$ cat src/rtl/clamp_pkg.sv
// Constants and types shared by the clamp output sequencer
package clamp_pkg;

  // ----------------------------------------------------------------
  // Timing
  // ----------------------------------------------------------------
  localparam int CLK_MHZ         = 200;
  localparam int DEBOUNCE_US     = 5;
  localparam int DEBOUNCE_CYCLES = DEBOUNCE_US * CLK_MHZ;

  // ----------------------------------------------------------------
  // Clamp layout and settings
  // ----------------------------------------------------------------
  localparam int       NUM_CLAMPS = 8;
  localparam int       NUM_EDGES  = 11;
  localparam logic [2:0] DIV2_BASE  = 3'h4;
  localparam logic [2:0] DIV2_SLOTS = 3'h4;
  localparam logic [2:0] DIV_NONE   = 3'h0;
  localparam logic [2:0] DIV_FOUR   = 3'h4;
  localparam logic [2:0] ONE_CLAMP  = 3'h1;

  // ----------------------------------------------------------------
  // Reset values
  // ----------------------------------------------------------------
  localparam logic [7:0] CLAMP_RST = 8'h00;
  localparam logic [2:0] STEP_RST  = 3'h0;

  // ----------------------------------------------------------------
  // Two-step pneumatic cycle
  // ----------------------------------------------------------------
  typedef enum logic [3:0] {
    PN_IDLE = 4'h1,
    PN_LOW  = 4'h2,
    PN_HIGH = 4'h4,
    PN_REL  = 4'h8
  } pneu_state_t;

endpackage

$ cat src/rtl/clamp_output_sequencer.sv
// Clamp output sequencer: division-2 stepping, toggles, two-step clamp
//
// Functional notes
// - Step-on press turns on next clamp in order 5, 6, 7, 8.
// - Step-off press turns off one clamp in order 8, 7, 6, 5.
// - Step-off ignored when block division is none or four.
// - Step-off ignored when division-2 valid clamp count is one.
// - While clear-all is held, every clamp output is off.
// - Two-step switch acts only while the two-step setting is on.
// - Two-step presses select low, then high, then release output.
// - After release, the next press restarts at low, endlessly.
// - Each toggle press inverts its own clamp output.
`timescale 1ns/1ps
`default_nettype none
module clamp_output_sequencer #(
  parameter int DEB_CYCLES = clamp_pkg::DEBOUNCE_CYCLES
) (
  input  wire logic                            sys_clk,
  input  wire logic                            rst_b,
  input  wire logic                            div2_step_on_in,
  input  wire logic                            div2_step_off_in,
  input  wire logic                            clear_all_clamps_in,
  input  wire logic                            two_step_switch_in,
  input  wire logic [clamp_pkg::NUM_CLAMPS-1:0] clamp_toggle_in,
  input  wire logic [2:0]                      block_division_setting,
  input  wire logic [2:0]                      div2_valid_clamp_count,
  input  wire logic                            two_step_enable_setting,
  output logic      [clamp_pkg::NUM_CLAMPS-1:0] clamp_out,
  output logic                                 pneumatic_low_out,
  output logic                                 pneumatic_high_out,
  output logic                                 pneumatic_release_out
);
  import clamp_pkg::*;

  // ----------------------------------------------------------------
  // Declarations
  // ----------------------------------------------------------------
  logic [NUM_EDGES-1:0]  pulses;
  logic                  on_p;
  logic                  off_p;
  logic                  two_p;
  logic [NUM_CLAMPS-1:0] tog_p;
  logic                  off_blocked;
  logic [NUM_CLAMPS-1:0] clamp_r;
  logic [NUM_CLAMPS-1:0] clamp_nxt;
  logic [2:0]            step_r;
  logic [2:0]            step_nxt;
  logic [2:0]            idx;
  pneu_state_t           pn_r;
  pneu_state_t           pn_nxt;
  logic                  low_r;
  logic                  low_nxt;
  logic                  high_r;
  logic                  high_nxt;
  logic                  rel_r;
  logic                  rel_nxt;

  // ----------------------------------------------------------------
  // Switch conditioning
  // ----------------------------------------------------------------
  // Clear-all is a level and needs no edge; the rest are presses
  edge_debounce #(
    .W   (NUM_EDGES),
    .DEB (DEB_CYCLES)
  ) u_deb (
    .sys_clk (sys_clk),
    .rst_b   (rst_b),
    .raw     ({clamp_toggle_in, two_step_switch_in,
               div2_step_off_in, div2_step_on_in}),
    .pulse   (pulses)
  );

  assign on_p  = pulses[0];
  assign off_p = pulses[1];
  assign two_p = pulses[2];
  assign tog_p = pulses[NUM_EDGES-1:3];

  // Step-off lockout from the stored settings
  assign off_blocked = (block_division_setting == DIV_NONE)
                    || (block_division_setting == DIV_FOUR)
                    || (div2_valid_clamp_count == ONE_CLAMP);

  // ----------------------------------------------------------------
  // Clamp outputs and division-2 step pointer
  // ----------------------------------------------------------------
  // Toggles first, then stepping, clear-all last so it always wins.
  // The pointer tracks only stepping; a toggle on 5..8 is not seen by it.
  always_comb begin
    clamp_nxt = clamp_r ^ tog_p;
    step_nxt  = step_r;
    idx       = DIV2_BASE + step_r;
    if (on_p && (step_r < DIV2_SLOTS)) begin
      clamp_nxt[idx] = 1'b1;
      step_nxt       = step_r + 3'h1;
    end else if (off_p && !off_blocked && (step_r != STEP_RST)) begin
      idx            = DIV2_BASE + step_r - 3'h1;
      clamp_nxt[idx] = 1'b0;
      step_nxt       = step_r - 3'h1;
    end
    if (clear_all_clamps_in) begin
      clamp_nxt = CLAMP_RST;
      step_nxt  = STEP_RST;
    end
  end

  always_ff @(posedge sys_clk or negedge rst_b) begin
    if (!rst_b) begin
      clamp_r <= CLAMP_RST;
      step_r  <= STEP_RST;
    end else begin
      clamp_r <= clamp_nxt;
      step_r  <= step_nxt;
    end
  end

  // ----------------------------------------------------------------
  // Two-step pneumatic clamp cycle
  // ----------------------------------------------------------------
  // One valve at a time, so low and high never fight each other
  always_comb begin
    pn_nxt = pn_r;
    if (two_p && two_step_enable_setting) begin
      case (pn_r)
        PN_IDLE: pn_nxt = PN_LOW;
        PN_LOW:  pn_nxt = PN_HIGH;
        PN_HIGH: pn_nxt = PN_REL;
        PN_REL:  pn_nxt = PN_LOW;
        default: pn_nxt = PN_IDLE;
      endcase
    end
    low_nxt  = (pn_nxt == PN_LOW);
    high_nxt = (pn_nxt == PN_HIGH);
    rel_nxt  = (pn_nxt == PN_REL);
  end

  always_ff @(posedge sys_clk or negedge rst_b) begin
    if (!rst_b) begin
      pn_r   <= PN_IDLE;
      low_r  <= 1'b0;
      high_r <= 1'b0;
      rel_r  <= 1'b0;
    end else begin
      pn_r   <= pn_nxt;
      low_r  <= low_nxt;
      high_r <= high_nxt;
      rel_r  <= rel_nxt;
    end
  end

  assign clamp_out             = clamp_r;
  assign pneumatic_low_out     = low_r;
  assign pneumatic_high_out    = high_r;
  assign pneumatic_release_out = rel_r;
endmodule
`default_nettype wire

$ cat src/rtl/edge_debounce.sv
// Synchroniser, debouncer and rising-edge pulse for a group of switches
`timescale 1ns/1ps
`default_nettype none
module edge_debounce #(
  parameter int W   = 11,
  parameter int DEB = 1000
) (
  input  wire logic         sys_clk,
  input  wire logic         rst_b,
  input  wire logic [W-1:0] raw,
  output logic      [W-1:0] pulse
);
  localparam int CW = $clog2(DEB + 1);

  logic [W-1:0]  meta_r;
  logic [W-1:0]  sync_r;
  logic [W-1:0]  stable_r;
  logic [W-1:0]  stable_nxt;
  logic [W-1:0]  pulse_r;
  logic [W-1:0]  pulse_nxt;
  logic [CW-1:0] cnt_r   [W];
  logic [CW-1:0] cnt_nxt [W];

  // ----------------------------------------------------------------
  // Debounce: a change must hold DEB cycles before it is accepted
  // ----------------------------------------------------------------
  always_comb begin
    stable_nxt = stable_r;
    pulse_nxt  = '0;
    for (int i = 0; i < W; i++) begin
      cnt_nxt[i] = '0;
      if (sync_r[i] != stable_r[i]) begin
        if (cnt_r[i] == CW'(DEB - 1)) begin
          stable_nxt[i] = sync_r[i];
          // Only the off-to-on change counts, once per press
          pulse_nxt[i]  = sync_r[i];
        end else begin
          cnt_nxt[i] = cnt_r[i] + CW'(1);
        end
      end
    end
  end

  // Registers; meta_r feeds only sync_r
  always_ff @(posedge sys_clk or negedge rst_b) begin
    if (!rst_b) begin
      meta_r   <= '0;
      sync_r   <= '0;
      stable_r <= '0;
      pulse_r  <= '0;
      for (int i = 0; i < W; i++) begin
        cnt_r[i] <= '0;
      end
    end else begin
      meta_r   <= raw;
      sync_r   <= meta_r;
      stable_r <= stable_nxt;
      pulse_r  <= pulse_nxt;
      for (int i = 0; i < W; i++) begin
        cnt_r[i] <= cnt_nxt[i];
      end
    end
  end

  assign pulse = pulse_r;
endmodule
`default_nettype wire

$ cat config.mk
export PLATFORM = sky130hd
export DESIGN_NAME = clamp_output_sequencer
export DESIGN_NICKNAME = d
export VERILOG_FILES = /design/src/rtl/clamp_pkg.sv /design/src/rtl/clamp_output_sequencer.sv /design/src/rtl/edge_debounce.sv
export SDC_FILE = /design/constraint.sdc
export NUM_CORES = 1
export LEC_CHECK = 0
export BUFFER_PORTS_ARGS = -buffer_cell sky130_fd_sc_hd__buf_2
export CORE_ASPECT_RATIO = 0.9
export CORE_MARGIN = 3
export CORE_UTILIZATION = 45
export DETAILED_ROUTE_END_ITERATION = 10
export HOLD_SLACK_MARGIN = 0.05
export PLACE_DENSITY_LB_ADDON = 0.05
export SYNTH_ARGS = -nofsm -noshare
export SYNTH_HDL_FRONTEND = slang
export SYNTH_SLANG_ARGS = --single-unit
export TNS_END_PERCENT = 5
$ cat constraint.sdc
create_clock -name sys_clk -period 4.7 [get_ports sys_clk]
set_input_delay 0.94 -clock sys_clk [delete_from_list [all_inputs] [get_ports sys_clk]]
set_output_delay 0.94 -clock sys_clk [all_outputs]
set_load 0.05 [all_outputs]
==> flow_metrics.tcl <==
set metrics [dict create \
    first_iter_violations 419 \
    synth.area.top_cells "dfrtp_1 (54%), xor2_1 (5.2%), nor2_1 (4.6%)" \
    path_delay_family "flip-flops" \
    grt_max_degree 105 \
    crit_type "register to primary output" \
    vdd_drop_max_uv 238 \
    postCtsSetupBuffers 0 \
    clkPwrFrac 0.455 \
    ant_nets 0 \
    cts_tree "yes" \
    syn_area_per_cell_sq_um 10.8 \
    hold_depth 0 \
    fillers 1547 \
    insertedDiodeCount 0 \
    rr_startpoint "step_r[0]$_DFFE_PN0P_" \
    worst_pin_slew_ns 0.956 \
    initial_core_util 0.466 \
    clkLatencyLatePin_ns 0.42 \
    layout.nets 805 \
    seq_power_share 0.508 \
    die_h_um 132 \
    yosysSeqAreaShare 0.542 \
    power_frac_comb 0.037 \
    maxCapViolations 0 \
    async_flop_share 1.00 \
    cpPeakStageDelay_ns 0.39 \
    drt-wirelength-per-cell_um 14.2 \
    cp-start-kind "register" \
    r2r_cells 5 \
    setup_violations 0 \
    ctsHoldBuffers 0 \
    die-area_sq_mm 0.0193 \
    cp_slowest_cell "dfrtp_1" \
    syn-instance-count 733 \
    antenna_found_initial 0 \
    route.detailed.drc 0 \
    switchingPower_mw 0.672 \
    worst-path-buf-inv 1 \
    intPower_mw 2.36 \
    final_common_cell "dfrtp_1" \
    tns_ns 0 \
    status "finished, final reports clean" \
    clkSlewWorstSetupHoldPaths_ns 0.06 \
    track_usage 0.160 \
    cts_inserted_buffers 17 \
    crit_fanout 2 \
    core-area_sq_mm 0.0171 \
    ys_seq_elements 172 \
    via_per_inst 5.35 \
    dr.pass1.iters 4 \
    vias 5443 \
    sw_frac_of_total 0.221 \
    syn_to_final_growth_pct 11.9 \
    synth_top_cell_by_area "dfrtp_1" \
    fin_skew_ns 0.0101 \
    post-route-period-util 0.435 \
    synth_area_sq_mm 0.00794 \
    netlist.area_leader.share 0.539 \
    synth_edf_count 0 \
    hpwl_um 9820 \
    hold-path-endpoint "u_deb.sync_r[5]$_DFF_PN0_" \
    grt_pass1_wl_um 25600 \
    crit_path_end_kind "primary output" \
    leakagePower_nw 3.98 \
    max_slew_margin 0.363 \
    num_io_pins 32 \
    crit_required_ns 3.76 \
    final_cell_mix "dfrtp_1 (171), nor2_1 (98), nand3_1 (68)" \
    crit_arrival_ns 1.10 \
    report.final.slew_viol_count 0 \
    globalRoute.totalOverflow 0 \
    rrSetupSlack_ns 2.75 \
    min_period_ns 2.04 \
    r2r-end "clamp_out[0]$_DFF_PN0_" \
    rsz0062_at_grt "false" \
    crit_chain "buf_2" \
    synthFlopType "dfrtp_1" \
    port_buffers 30 \
    rows 45 \
    grt_pass1_vias 5422 \
    synth_nets 768 \
    htreeDepth 4 \
    power.density_mw_per_mm2 341 \
    die_w_um 146 \
    timing.final.hold_violations 0 \
    hold_class "register to register" \
    layout-drive-gt1-share 0.130 \
    ys.warnings.count 0 \
    cts_resized 0 \
    clock_sink_count 172 \
    globalplace.congestion 0.821 \
    fin_area_sq_mm 0.00889 \
    worstHoldStart "u_deb.meta_r[5]$_DFF_PN0_" \
    cts_root_buf "clkbuf_16" \
    wirelength_um 14400 \
    placed_cell_area_sq_mm 0.00831 \
    yosysUniqueCellTypes 53 \
    cts_max_path_buffers 2 \
    clock.fmax_mhz 490 \
]
## stage by stage
| step | hold WS (ns) | worst slack [ns] | utilization | std cells | power, mW |
|---|---|---|---|---|---|
| floorplan | 0.331 | 2.93 | - | 733 | 1.62 |
| detailed placement | 0.335 | 2.44 | 0.487 | 986 | 1.68 |
| CTS | 0.347 | 2.64 | 0.521 | 1017 | 3.08 |
| global placement | 0.332 | 2.48 | 0.487 | 986 | 1.68 |
| finish | 0.348 | 2.66 | 0.521 | 1017 | 3.03 |
| global route | 0.356 | 2.61 | 0.521 | 1017 | 3.17 |
## state kept, by name (all words and copies together) (netlist names)
register,cells
clamp_out,8
u_deb.cnt_r,110
u_deb.stable_r,11
u_deb.sync_r,11
u_deb.pulse,11
pneumatic_high_out,1
pneumatic_low_out,1
step_r,3
pn_r,4
pneumatic_release_out,1
u_deb.meta_r,11
## layout make-up
type / instances / area [sq um] / share of cell area
tap: 235 / 294 / 0.0331
clock buffer: 22 / 464 / 0.0522
sequential: 172 / 4310 / 0.485
clock inverter: 9 / 114 / 0.0128
inverter: 9 / 33.8 / 0.00380
multi-input combinational: 538 / 3500 / 0.394
timing repair buffer: 32 / 171 / 0.0193
## routing by layer
metal	up-vias	part of all wire	global-route usage
met4	0	0.013	0.0496
met5	-	0	0
met2	72	0.47	0.254
met3	14	0.033	0.0430
li1	2685	-	-
met1	2672	0.48	0.216
## power groups by stage
stage	clock network (mW)	registers (mW)	logic, mW
2_1_floorplan	0	1.56	0.0597
3_3_place_gp	0	1.57	0.112
3_5_place_dp	0	1.57	0.115
4_1_cts	1.42	1.54	0.116
5_1_grt	1.49	1.55	0.130
6_report	1.38	1.54	0.111
## kinds of logic after synthesis
group,Yosys count,share of synthesized area
AND/OR/NAND/NOR,326,0.223
flip-flops,172,0.542
AO/OA/AOI/OAI,98,0.0810
XOR/XNOR,88,0.0970
buffers and inverters,23,0.0170
adder cells (fa/ha/maj),14,0.0230
multiplexers,12,0.0170
## worst max path at each step
stage | start | cells after the start | slack (ns) | endpoint
CTS | clamp_out[4]$_DFF_PN0_ | 1 | 2.64 | clamp_out[4]
global route | clamp_out[0]$_DFF_PN0_ | 1 | 2.61 | clamp_out[0]
global placement | rst_b | 2 | 2.48 | pn_r[0]$_DFF_PN1_
detailed placement | rst_b | 2 | 2.44 | pn_r[0]$_DFF_PN1_
floorplan | div2_valid_clamp_count[0] | 4 | 2.93 | step_r[1]$_DFFE_PN0P_
finish | clamp_out[0]$_DFF_PN0_ | 1 | 2.66 | clamp_out[0]
## cells in the mapped netlist, types with 2 or more instances
cell type  number
a2bb2oi_1       2
a41oi_1         7
a211oi_1        5
nor4_1          2
o211ai_1        2
o221a_2         2
nor3_1         20
a311oi_1        2
xor2_1         47
o21ai_1         2
nand4_1        13
a22oi_1        13
and4_1         10
xnor2_1        41
nand2_1        36
mux2_2         12
nor3b_2         2
nand2_4         6
and3b_1         3
or3_1           9
ha_1           13
a221oi_1        3
inv_1           9
nand3_1        68
nor2b_1         3
buf_6           6
and2_2          6
a31oi_1         5
nor2_1         98
a21oi_1        32
o21ai_0        17
clkbuf_1        5
buf_2           3
nor3b_1        11
and4bb_2        9
dfrtp_1       171
and3_1         22
Power figures use the tool's default switching activity.
